`src/pscd_pkg.sv`:
```
// pscd_pkg: constants shared by the post-scale divider and clock select block
// assumes: one 40 MHz clock; apb slave with 32-bit data, one word per register
//
// What this block does
// - each counter: loadable 8-bit high, low counts
// - bypass bit 1 passes clock, divide one
// - bypass 0: period is high plus low
// - duty equals high time over whole period
// - odd bit clear: falls on rising edge
// - odd bit set: falls on falling edge
// - odd bit: high minus half, low plus half
// - frequency writes never alter phase setting
// - five counter outputs, indexed four to zero
// - only two counters reach clock select
// - select takes one of four candidates
// - core drives 2-bit dynamic source select
// - static selects fixed at configuration only
// - core enables or disables global output
// - reference switch: configuration or manual logic
package pscd_pkg;

    // ------------------------------------------------------------
    // sizes
    // ------------------------------------------------------------
    localparam int unsigned N_CNT     = 5;              // counter outputs c4..c0
    localparam int unsigned CNT_W     = 8;              // high and low count width
    localparam int unsigned N_CAND    = 4;              // candidates into the selector
    localparam int unsigned CLK_HZ    = 40_000_000;     // system clock rate

    // ------------------------------------------------------------
    // register map (byte addresses)
    // ------------------------------------------------------------
    localparam logic [7:0] OFS_DIV0   = 8'h00;          // divider word of counter 0, +4 per counter
    localparam logic [7:0] OFS_PHS0   = 8'h20;          // phase word of counter 0, +4 per counter
    localparam logic [7:0] OFS_REFSW  = 8'h40;          // reference switch control
    localparam logic [7:0] OFS_STAT   = 8'h44;          // live status, read only

    // ------------------------------------------------------------
    // divider word fields
    // ------------------------------------------------------------
    localparam int unsigned F_HIGH    = 0;              // high count [7:0]
    localparam int unsigned F_LOW     = 8;              // low count [15:8]
    localparam int unsigned F_BYPASS  = 16;             // counter bypass
    localparam int unsigned F_ODD     = 17;             // odd divide half cycle

    // ------------------------------------------------------------
    // status word fields
    // ------------------------------------------------------------
    localparam int unsigned F_ST_DIV  = 0;              // counter levels [4:0]
    localparam int unsigned F_ST_SEL  = 8;              // current source select [9:8]
    localparam int unsigned F_ST_EN   = 10;             // global enable
    localparam int unsigned F_ST_GLOB = 11;             // global output level
    localparam int unsigned F_ST_REF  = 12;             // reference chosen

    // ------------------------------------------------------------
    // reset values
    // ------------------------------------------------------------
    localparam logic [7:0] RST_HIGH   = 8'h01;          // divide by two, 50 % duty
    localparam logic [7:0] RST_LOW    = 8'h01;
    localparam logic [7:0] RST_PHASE  = 8'h00;

    // counter phase
    typedef enum logic {PSCD_PH_HIGH, PSCD_PH_LOW} pscd_phase_e;

endpackage

```
`src/pscd_top.sv`:
```
// pscd_top: five post-scale dividers, global clock selection and
// reference switch, with an apb register slave
// assumes: core select and enable come from logic on clk; reference and
// dedicated clock pins are asynchronous and are synchronised here
module pscd_top #(
    parameter int unsigned          ROUTE_A      = 0,     // counter routed as candidate 2
    parameter int unsigned          ROUTE_B      = 1,     // counter routed as candidate 3
    parameter logic                 MANUAL_SWITCH = 1'b0, // reference switch from logic
    parameter logic                 CFG_REF_SEL   = 1'b0  // reference choice from configuration
) (
    input  wire logic                         clk,          // oscillator clock, 40 MHz
    input  wire logic                         rst_n,        // async reset, active low
    // apb slave
    input  wire logic                         psel,
    input  wire logic                         penable,
    input  wire logic                         pwrite,
    input  wire logic [7:0]                   paddr,
    input  wire logic [31:0]                  pwdata,
    output logic [31:0]                       prdata,
    output logic                              pready,
    output logic                              pslverr,
    // core logic controls
    input  wire logic [1:0]                   clk_select,   // dynamic source select
    input  wire logic                         glob_enable,  // global output enable
    input  wire logic                         ref_switch,   // manual reference switch
    // asynchronous clock pins
    input  wire logic                         pin_clk_a,    // dedicated clock pin, candidate 0
    input  wire logic                         pin_clk_b,    // dedicated clock pin, candidate 1
    input  wire logic                         ref_clk_a,    // reference candidate 0
    input  wire logic                         ref_clk_b,    // reference candidate 1
    // outputs
    output logic [pscd_pkg::N_CNT-1:0]        div_clk,      // divided levels c4..c0
    output logic [pscd_pkg::N_CNT-1:0]        div_half,     // mid-cycle fall flags
    output logic                              global_clock_network, // selected and gated clock
    output logic                              glob_half,    // mid-cycle fall of that clock
    output logic                              ref_clk_out   // loop input clock
);

    // ------------------------------------------------------------
    // elaboration checks
    // ------------------------------------------------------------
    // only two of the five counters may be routed
    if (ROUTE_A >= pscd_pkg::N_CNT || ROUTE_B >= pscd_pkg::N_CNT || ROUTE_A == ROUTE_B) begin : g_bad_route
        $error("route indices must be distinct and below five");
    end

    // ------------------------------------------------------------
    // register storage
    // ------------------------------------------------------------
    logic [pscd_pkg::CNT_W-1:0]   cnt_high  [pscd_pkg::N_CNT];   // high counts
    logic [pscd_pkg::CNT_W-1:0]   cnt_low   [pscd_pkg::N_CNT];   // low counts
    logic [pscd_pkg::N_CNT-1:0]   cnt_bypass;                    // bypass bits
    logic [pscd_pkg::N_CNT-1:0]   cnt_odd;                       // odd divide bits
    logic [7:0]                   cnt_phase [pscd_pkg::N_CNT];   // phase settings
    logic                         refsw_dyn;                     // software reference choice

    // ------------------------------------------------------------
    // apb decode
    // ------------------------------------------------------------
    wire                          setup    = psel && !penable && !pready;
    // a write lands only at the edge that completes the transfer
    wire                          do_write = psel && penable && pready && pwrite;
    wire [2:0]                    word_idx = paddr[4:2];         // counter index
    wire                          aligned  = (paddr[1:0] == 2'b00);
    wire                          hit_div  = aligned && (paddr[7:5] == 3'b000) && (word_idx < 3'd5);
    wire                          hit_phs  = aligned && (paddr[7:5] == 3'b001) && (word_idx < 3'd5);
    wire                          hit_ref  = (paddr == pscd_pkg::OFS_REFSW);
    wire                          hit_stat = (paddr == pscd_pkg::OFS_STAT);
    wire                          mapped   = hit_div || hit_phs || hit_ref || hit_stat;

    // ------------------------------------------------------------
    // synchronisers for the asynchronous pins; only the second stage
    // is read anywhere
    // ------------------------------------------------------------
    logic [3:0]                   sync_1;                        // first stage
    logic [3:0]                   sync_2;                        // second stage
    always_ff @(posedge clk or negedge rst_n) begin
        if (!rst_n) begin
            sync_1 <= 4'h0;
            sync_2 <= 4'h0;
        end else begin
            sync_1 <= {ref_clk_b, ref_clk_a, pin_clk_b, pin_clk_a};
            sync_2 <= sync_1;
        end
    end

    // ------------------------------------------------------------
    // per counter: storage writes and the divider itself
    // ------------------------------------------------------------
    logic [pscd_pkg::N_CNT-1:0]   cnt_level;                     // divider outputs
    logic [pscd_pkg::N_CNT-1:0]   cnt_halfc;                     // divider half flags

    for (genvar i = 0; i < pscd_pkg::N_CNT; i++) begin : g_cnt
        wire wr_div = do_write && hit_div && (word_idx == 3'(i));
        wire wr_phs = do_write && hit_phs && (word_idx == 3'(i));

        // divider word: high and low counts loaded together in one write, one word per counter
        always_ff @(posedge clk or negedge rst_n) begin
            if (!rst_n) begin
                cnt_high[i]   <= pscd_pkg::RST_HIGH;
                cnt_low[i]    <= pscd_pkg::RST_LOW;
                cnt_bypass[i] <= 1'b0;
                cnt_odd[i]    <= 1'b0;
            end else if (wr_div) begin
                cnt_high[i]   <= pwdata[pscd_pkg::F_HIGH +: pscd_pkg::CNT_W];
                cnt_low[i]    <= pwdata[pscd_pkg::F_LOW  +: pscd_pkg::CNT_W];
                cnt_bypass[i] <= pwdata[pscd_pkg::F_BYPASS];
                cnt_odd[i]    <= pwdata[pscd_pkg::F_ODD];
            end
        end

        // phase word changes only through its own address; a divider write
        // leaves it alone, so software need not rewrite it afterwards
        always_ff @(posedge clk or negedge rst_n) begin
            if (!rst_n) begin
                cnt_phase[i] <= pscd_pkg::RST_PHASE;
            end else if (wr_phs) begin
                cnt_phase[i] <= pwdata[7:0];
            end
        end

        // one of five independent counters
        pscd_post_counter u_cnt (
            .clk        (clk),
            .rst_n      (rst_n),
            .cfg_high   (cnt_high[i]),
            .cfg_low    (cnt_low[i]),
            .cfg_bypass (cnt_bypass[i]),
            .cfg_odd    (cnt_odd[i]),
            .div_out    (cnt_level[i]),
            .div_half   (cnt_halfc[i])
        );
    end

    assign div_clk  = cnt_level;
    assign div_half = cnt_halfc;

    // ------------------------------------------------------------
    // reference switch: software copy used only in manual mode
    // ------------------------------------------------------------
    always_ff @(posedge clk or negedge rst_n) begin
        if (!rst_n) begin
            refsw_dyn <= 1'b0;
        end else if (do_write && hit_ref) begin
            refsw_dyn <= pwdata[0];
        end
    end

    // configuration fixes the choice unless manual switchover is built in;
    // then core pin or register bit may flip it
    wire                          ref_pick = MANUAL_SWITCH ? (ref_switch ^ refsw_dyn) : CFG_REF_SEL;
    wire                          ref_lvl  = ref_pick ? sync_2[3] : sync_2[2];

    // ------------------------------------------------------------
    // global clock selection
    // ------------------------------------------------------------
    // routes are parameters: no register can reach them
    wire [pscd_pkg::N_CAND-1:0]   cand_lvl  = {cnt_level[ROUTE_B], cnt_level[ROUTE_A], sync_2[1], sync_2[0]};
    wire [pscd_pkg::N_CAND-1:0]   cand_half = {cnt_halfc[ROUTE_B], cnt_halfc[ROUTE_A], 2'b00};
    // two of four candidates are loop counters
    // core select chooses among candidates every cycle
    wire                          sel_lvl   = cand_lvl[clk_select];
    wire                          sel_half  = cand_half[clk_select];

    // registered, gated output; disabled output sits low
    always_ff @(posedge clk or negedge rst_n) begin
        if (!rst_n) begin
            global_clock_network <= 1'b0;
            glob_half            <= 1'b0;
            ref_clk_out          <= 1'b0;
        end else begin
            global_clock_network <= glob_enable && sel_lvl;
            glob_half            <= glob_enable && sel_half;
            ref_clk_out          <= ref_lvl;
        end
    end

    // ------------------------------------------------------------
    // read data
    // ------------------------------------------------------------
    logic [31:0]                  rd_word;                       // word addressed now
    always_comb begin
        rd_word = 32'h0000_0000;
        if (hit_div) begin
            rd_word[pscd_pkg::F_HIGH +: pscd_pkg::CNT_W] = cnt_high[word_idx];
            rd_word[pscd_pkg::F_LOW  +: pscd_pkg::CNT_W] = cnt_low[word_idx];
            rd_word[pscd_pkg::F_BYPASS]                  = cnt_bypass[word_idx];
            rd_word[pscd_pkg::F_ODD]                     = cnt_odd[word_idx];
        end else if (hit_phs) begin
            rd_word[7:0] = cnt_phase[word_idx];
        end else if (hit_ref) begin
            rd_word[0] = refsw_dyn;
        end else if (hit_stat) begin
            rd_word[pscd_pkg::F_ST_DIV +: pscd_pkg::N_CNT] = cnt_level;
            rd_word[pscd_pkg::F_ST_SEL +: 2]               = clk_select;
            rd_word[pscd_pkg::F_ST_EN]                     = glob_enable;
            rd_word[pscd_pkg::F_ST_GLOB]                   = global_clock_network;
            rd_word[pscd_pkg::F_ST_REF]                    = ref_pick;
        end
    end

    // ------------------------------------------------------------
    // apb answer: one access cycle, ready raised during it; unmapped
    // addresses answer with an error and read zero
    // ------------------------------------------------------------
    always_ff @(posedge clk or negedge rst_n) begin
        if (!rst_n) begin
            pready  <= 1'b0;
            pslverr <= 1'b0;
            prdata  <= 32'h0000_0000;
        end else if (setup) begin
            pready  <= 1'b1;
            pslverr <= !mapped;
            prdata  <= pwrite ? 32'h0000_0000 : rd_word;
        end else begin
            pready  <= 1'b0;
            pslverr <= 1'b0;
        end
    end

endmodule

```
`src/pscd_post_counter.sv`:
```
// pscd_post_counter: one post-scale counter producing a divided clock level
// assumes: settings come from registers on the same clock; the divided
// output is expressed in whole clock cycles plus a half-cycle flag
module pscd_post_counter (
    input  wire logic                         clk,        // oscillator clock
    input  wire logic                         rst_n,      // async reset, active low
    input  wire logic [pscd_pkg::CNT_W-1:0]   cfg_high,   // high time count
    input  wire logic [pscd_pkg::CNT_W-1:0]   cfg_low,    // low time count
    input  wire logic                         cfg_bypass, // pass clock straight
    input  wire logic                         cfg_odd,    // fall on falling edge
    output logic                              div_out,    // divided level
    output logic                              div_half    // high only first half of cycle
);

    // ------------------------------------------------------------
    // state
    // ------------------------------------------------------------
    pscd_pkg::pscd_phase_e                phase;          // high or low part of period
    pscd_pkg::pscd_phase_e                next_phase;
    logic [pscd_pkg::CNT_W:0]             cnt;            // cycles left in this part
    logic [pscd_pkg::CNT_W:0]             next_cnt;
    logic [pscd_pkg::CNT_W:0]             high_len;       // zero count stands for 256
    logic [pscd_pkg::CNT_W:0]             low_len;
    logic                                 last;           // final cycle of this part

    // a zero count would wrap the counter to 511, so it means the full 256 cycles
    assign high_len   = (cfg_high == '0) ? 9'h100 : {1'b0, cfg_high};
    assign low_len    = (cfg_low  == '0) ? 9'h100 : {1'b0, cfg_low};
    assign last       = (cnt == 9'h001);
    // period is high plus low; duty follows the two counts
    assign next_phase = last ? ((phase == pscd_pkg::PSCD_PH_HIGH) ? pscd_pkg::PSCD_PH_LOW
                                                                : pscd_pkg::PSCD_PH_HIGH)
                             : phase;
    assign next_cnt   = !last ? cnt - 9'h001
                      : (phase == pscd_pkg::PSCD_PH_HIGH) ? low_len : high_len;

    // ------------------------------------------------------------
    // counting; new high and low counts are read only at part boundaries so a
    // reload mid-period never produces a runt pulse
    // ------------------------------------------------------------
    always_ff @(posedge clk or negedge rst_n) begin
        if (!rst_n) begin
            phase <= pscd_pkg::PSCD_PH_HIGH;
            cnt   <= 9'h001;
        end else begin
            phase <= next_phase;
            cnt   <= next_cnt;
        end
    end

    // ------------------------------------------------------------
    // output levels, registered so that they never glitch
    // ------------------------------------------------------------
    always_ff @(posedge clk or negedge rst_n) begin
        if (!rst_n) begin
            div_out  <= 1'b0;
            div_half <= 1'b0;
        end else if (cfg_bypass) begin
            // each cycle high then low: the clock itself
            div_out  <= 1'b1;
            div_half <= 1'b1;
        end else begin
            // high for the high part; rising-edge fall when odd clear
            div_out  <= (next_phase == pscd_pkg::PSCD_PH_HIGH);
            // last high cycle falls mid-cycle: high minus half, low plus half
            div_half <= cfg_odd && (next_phase == pscd_pkg::PSCD_PH_HIGH) && (next_cnt == 9'h001);
        end
    end

endmodule

```
`config.mk`:
```
export PLATFORM = sky130hd
export DESIGN_NAME = pscd_top
export DESIGN_NICKNAME = d
export VERILOG_FILES = /design/src/pscd_pkg.sv /design/src/pscd_top.sv /design/src/pscd_post_counter.sv
export SDC_FILE = /design/constraint.sdc
export NUM_CORES = 1
export LEC_CHECK = 0
export ABC_CLOCK_PERIOD_IN_PS = 3200
export BUFFER_PORTS_ARGS = -buffer_cell sky130_fd_sc_hd__buf_2
export CORE_MARGIN = 2
export CORE_UTILIZATION = 60
export CTS_CLUSTER_DIAMETER = 200
export DETAILED_ROUTE_END_ITERATION = 16
export GPL_ROUTABILITY_DRIVEN = 0
export GPL_TIMING_DRIVEN = 0
export HOLD_SLACK_MARGIN = 0.02
export PLACE_DENSITY = 0.8
export SKIP_CTS_REPAIR_TIMING = 1
export SYNTH_ARGS = -nofsm -noshare
export SYNTH_HDL_FRONTEND = slang
export SYNTH_HIERARCHICAL = 1
export SYNTH_SLANG_ARGS = --single-unit
```
`constraint.sdc`:
```
create_clock -name clk -period 3.2 [get_ports clk]
set_input_delay 0.48 -clock clk [delete_from_list [all_inputs] [get_ports clk]]
set_output_delay 0.48 -clock clk [all_outputs]
set_load 0.01 [all_outputs]
```
# --- Word-level counts from Yosys, hierarchy flattened ---
# Cells that the tools add are included.
word_totals:
  register_bits: 234
  inputBits: 53
  output_inout_bits: 47
  elab_cells: 209
classes:
  addsub: 5
  magnitude_cmp: 4
  n_eq_ne: 17
  n_mux: 70
  bitwise: 6
  reduce_logical: 53
op_table:
  columns: ["op", "count"]
  rows:
  - ["two-way mux 9 bit", 20]
  - ["== test 9 x 1 -> 1 bit (second input constant)", 10]
  - ["zero test 8 bit", 10]
  - ["binary-select mux 8 bit (select 3 bit)", 3]
  - ["two-way mux 8 bit", 6]
  - ["subtractor 9 x 1 -> 9 bit (second input constant)", 5]
  - ["logical AND 1 bit", 34]
  - ["two-way mux 1 bit", 27]
  - ["two-way mux 5 bit", 5]
  - ["two-way mux 18 bit", 1]
  - ["== test 8 x 7 -> 1 bit (second input constant)", 2]
  - ["two-way mux 13 bit", 1]
  - ["two-way mux 4 bit", 2]
  - ["binary-select mux 1 bit (select 3 bit)", 2]
  - ["== test 3 x 1 -> 1 bit (second input constant)", 2]
  - ["== test 3 x 2 -> 1 bit (second input constant)", 2]
  - ["zero test 3 bit", 2]
  - ["inverter 1 bit", 5]
  - ["binary-select mux 1 bit (select 2 bit)", 2]
  - [">= comparator 4 bit (second input constant)", 1]
  - ["less-than comparator 3 x 4 -> 1 bit (second input constant)", 1]
  - ["inverter 3 -> 4 bit", 1]
  - ["== test 3 bit (second input constant)", 1]
  - ["zero test 1 bit", 3]
  - ["5 further kinds", 7]

# --- Depth between registers and ports, before layout ---
depth:
  word_depth: 8
  mapped_depth: 8

# --- Modules after synthesis ---
# Netlist, hierarchy kept.
modules_own_cells:
  columns: ["mod", "n_inst", "cells_per_inst", "area_per_inst_um2"]
  rows:
  - ["pscd_top", 1, 598, 7553.5]
  - ["pscd_post_counter", 5, 82, 810.8]

# --- Worst setup path after synthesis ---
# No wires, ideal clock.
synth_path:
  kind: "input to register"
  start: "in paddr[7]"
  end: "reg cnt_low[28] in the netlist's numbering"
  arrival_time_ps: 2350
  required_time_ps: 3075
  setup_slack_ps: 725
  cell_stages: 6
  path_buffers: 2
  cell_sequence: "or4_4 -> buf_6 -> or3_4 -> nor3_4 -> buf_6 -> mux2_2"
synth_between:
  elab_chain_cells: 5
synth_rtl:
  columns: ["item", "line", "source"]
  rows:
  - ["start: declaration", "pscd_top.sv:17", "input wire logic [7:0] paddr,"]
  - ["zero test 3 bit", "pscd_top.sv:65", "wire hit_div = aligned && (paddr[7:5] == 3'b000) && (word_idx < 3'd5);"]
  - ["logical AND 1 bit (2 in series)", "pscd_top.sv:65", null]
  - ["logical AND 1 bit (2 in series)", "pscd_top.sv:94", "wire wr_div = do_write && hit_div && (word_idx == 3'(i));"]
  - ["end signal: indexed assignment", "pscd_top.sv:101", "cnt_low[i] <= pscd_pkg::RST_LOW;"]
  - ["end signal: indexed assignment", "pscd_top.sv:106", "cnt_low[i] <= pwdata[pscd_pkg::F_LOW +: pscd_pkg::CNT_W];"]
  - ["end: declaration", "pscd_top.sv:51", "logic [pscd_pkg::CNT_W-1:0] cnt_low [pscd_pkg::N_CNT];"]
# No other way between the ends.
# A chain may end at the register's enable or synchronous reset.

# --- Worst setup path in the final report ---
layout_path:
  start: "in paddr[2]"
  end: "reg prdata[7]"
layout_between:
  elab_chain_cells: 7
layout_rtl:
  columns: ["item", "line", "source"]
  rows:
  - ["inverter 3 -> 4 bit (implied by the code)", "pscd_top.sv:185, pscd_top.sv:190", null]
  - ["binary-select mux 8 bit (select 3 bit)", "pscd_top.sv:190", "rd_word[7:0] = cnt_phase[word_idx];"]
  - ["two-way mux 8 bit (implied by the code) (2 in series)", "pscd_top.sv:190", null]
  - ["two-way mux 3 bit", "pscd_top.sv:189", "end else if (hit_phs) begin"]
  - ["two-way mux 13 bit *", "pscd_top.sv:184", "if (hit_div) begin"]
  - ["two-way mux 18 bit *", "pscd_top.sv:214", "prdata <= pwrite ? 32'h0000_0000 : rd_word;"]
  - ["end signal: assignment", "pscd_top.sv:214", null]
  - ["end: declaration", "pscd_top.sv:19", "output logic [31:0] prdata,"]
# Every way passes the cells marked *; elsewhere a longest branch is shown, timed or not. The select of a mux whose other input is x is not followed.

==> impl_results.md <==
* Pin count of the biggest net entering global routing at 112
* Wire length per cell at 23.19 µm
* Commonest non-fill, non-tap cell in the layout: dfrtp_1
* I/O pin cnt at 100
* Max Slew Vio Count at 0
* Number of global-route vias before repair at 8824
* Final setup skew at 0.01415 ns
* Final period util at 92.35%
* Synth Instances at 1008
* TritonCTS Buffers at 24
* Sink Count at 220
* Area Growth Syn to Fin at 13.70%
* GRT Total Usage at 31.81%
* CP endpoint kind: flop
* Vias post-DR at 9117
* Synth Flop Type: dfrtp_1
* Setup slack, reg-to-reg at 0.53 ns
* # placed instances at 1342
* Relative slew slack at 26.96%
* CP max FO at 10
* Initial detailed-routing violation count at 1117
* Util after Layout at 70.09%
* Root Buffer: clkbuf_16
* Initial antenna violation count at 0
* Worst vdd ir at 0.0004679 V
* Share of layout cells above drive strength 1 at 29.07%
* Hold WC Path Type: input pin to asynchronous set/reset pin
* Row count at 50
* Synthesized area at 11610 µm²
* CTS tree: done
* Final #Nets at 1171
* FF-to-FF path depth at 4
* Final wirelength at 32.15 mm
* Fill count at 1332
* Largest area contributor in the netlist: dfrtp_1
* Leak Pwr at 5.816 nW
* Avg Cell Area, Syn at 11.52 µm²
* Clock tree buffer depth at 3
* Core area at 18830 µm²
* DRT Pass-1 Iters at 5
* Die H at 143.1 µm
* Critical setup path kind: input pin to flop
* Die X at 143.1 µm
* Worst R2R Start: pready$_DFF_PN0_
* Worst-margin pin slew at 1.080 ns
* Async SR Flop Fraction at 100.0%
* Final setup margin at 0.2447 ns
* Register Area at 5524 µm²
* Worst Setup Slack post-DPL at -0.1504 ns
* Synth unique cells at 65
* DIE AREA at 20470 µm²
* Multi-input gate area at 5707 µm²
* Peak Freq at 0.3384 GHz
* DRC at 0
* Worst-Skew Late Latency at 0.52 ns
* Max-Cap Viols at 0
* Post-DP HPWL at 22.77 mm
* CP arrival at 3.35 ns
* Final setup vio count at 0
* Total power at 6.133 mW
* CTS clk-pin slew, worst paths at 0.06 ns
* Post-synth top area share at 44.20%
* Startpoint Class: input pin
* CP required at 3.60 ns
* Layout Cells excl Fill at 1386
* EDFF count, synth at 0
* Crit Reg-Reg Endpoint: prdata[15]$_DFFE_PN0P_
* Initial Util at 61.64%
* Grt total ovfl at 0
* Seq/Total Area, Yosys at 47.59%
* WHS at 0.02301 ns
* Vias per cell at 6.578
* Fin area at 13200 µm²
* First-pass GRT wire length at 49.80 mm
* Yosys warnings at 6
* RSZ-0062 raised after global routing: no
* Minimum clock period at 2.955 ns
* Largest cells by area after synthesis: dfrtp_1 (44%), mux2_2 (13%), mux2i_1 (4.1%), dfstp_2 (3.4%), a21oi_1 (1.9%)
* Final Hold Viols at 0
* Placed Instance Area at 12320 µm²
* Status: finished clean
* Port bufs at 60
* Synth Register Bits at 220
* Setup TNS at 0 ns
* Most frequent cells in the layout: dfrtp_1 (205), mux2_2 (129), buf_2 (63)
* H-tree Lvls at 1
* PD cells at 464.7 nW/µm²
* Antenna-violating nets left at 0
how the worst max path moves through the flow:
stage | startpoint | end | slack (ns) | depth (start not counted)
floorplan | paddr[7] | cnt_low[28]$_DFFE_PN0P_ | 0.73 | 6
global placement | rst_n | glob_half$_DFF_PN0_ | -2.05 | 1
detailed placement | paddr[2] | prdata[7]$_DFFE_PN0P_ | -0.15 | 8
CTS | paddr[2] | prdata[7]$_DFFE_PN0P_ | 0.37 | 8
global route | paddr[2] | prdata[7]$_DFFE_PN0P_ | 0.10 | 8
finish | paddr[2] | prdata[7]$_DFFE_PN0P_ | 0.24 | 8
power breakdown:
group	total [mW]	switching [mW]	internal (mW)	leakage (nW)
logic	0.314	0.229	0.0859	2.57
clock network	3.01	1.14	1.87	0.435
registers	2.81	0.0117	2.80	2.81
worst max-delay path, stage by stage:
cell and delay (ns):
buf_2 0.09, clkbuf_1 0.35, buf_1 0.57, buf_1 0.75
clkbuf_1 0.48, o21ai_0 0.19, o211ai_1 0.32, nand3_1 0.11
layout make-up:
type | count | area share (%)
Multi-Input combinational cell | 714 | 43.24
Sequential cell | 220 | 41.86
Timing Repair Buffer | 61 | 2.560
Inverter | 18 | 0.5119
Clock buffer | 34 | 5.679
Antenna cell | 1 | 0.01896
Buffer | 69 | 2.711
Clock inverter | 9 | 0.9575
Tap cell | 260 | 2.465
registers in the layout, summed over array words and instances (netlist names):
name                  cells
g_cnt.u_cnt/cnt          45
cnt_high                 40
cnt_low                  40
cnt_phase                40
prdata                   18
cnt_bypass                5
cnt_odd                   5
g_cnt.u_cnt/div_half      5
g_cnt.u_cnt/div_out       5
g_cnt.u_cnt/phase         5
sync_1                    3
sync_2                    3
glob_half                 1
global_clock_network      1
pready                    1
pslverr                   1
ref_clk_out               1
refsw_dyn                 1
cell families after synthesis:
family                   count (synthesis)  share of synthesized area [%]
flip-flops                             220                          47.59
buffers and inverters                   87                          3.665
other                                    1                        0.03231
XOR/XNOR                                20                          1.509
AND/OR/NAND/NOR                        268                          13.41
adder cells (fa/ha/maj)                 10                          1.078
multiplexers                           192                          18.92
AO/OA/AOI/OAI                          210                          13.80
synth_stat cells, types with 8 or more instances:
library cell / count
a211o_1: 8
nor3_1: 29
buf_1: 20
buf_4: 16
nor2_1: 45
o22ai_1: 9
dfrtp_1: 205
dfstp_2: 15
nand2_1: 46
nand3_1: 22
clkbuf_1: 25
nor2b_1: 27
mux2_2: 129
mux2_4: 10
a211oi_1: 27
nor4b_1: 11
nor3b_1: 8
nand2b_1: 9
nor4_1: 11
a21oi_1: 45
ha_1: 10
xnor2_1: 10
mux2i_1: 48
xor2_1: 10
o21ai_0: 39
nand4b_1: 10
inv_1: 18
per-layer routing:
layer / part of all wire, % / routed length [µm] / GRT usage (%)
met4: 4.7 / 1518 / 14.17
met5: 0 / 0 / 0
met2: 44 / 14070 / 47.37
met3: 10 / 3212 / 5.600
met1: 42 / 13340 / 45.76
Note: power is estimated with default switching activity, not from simulation.
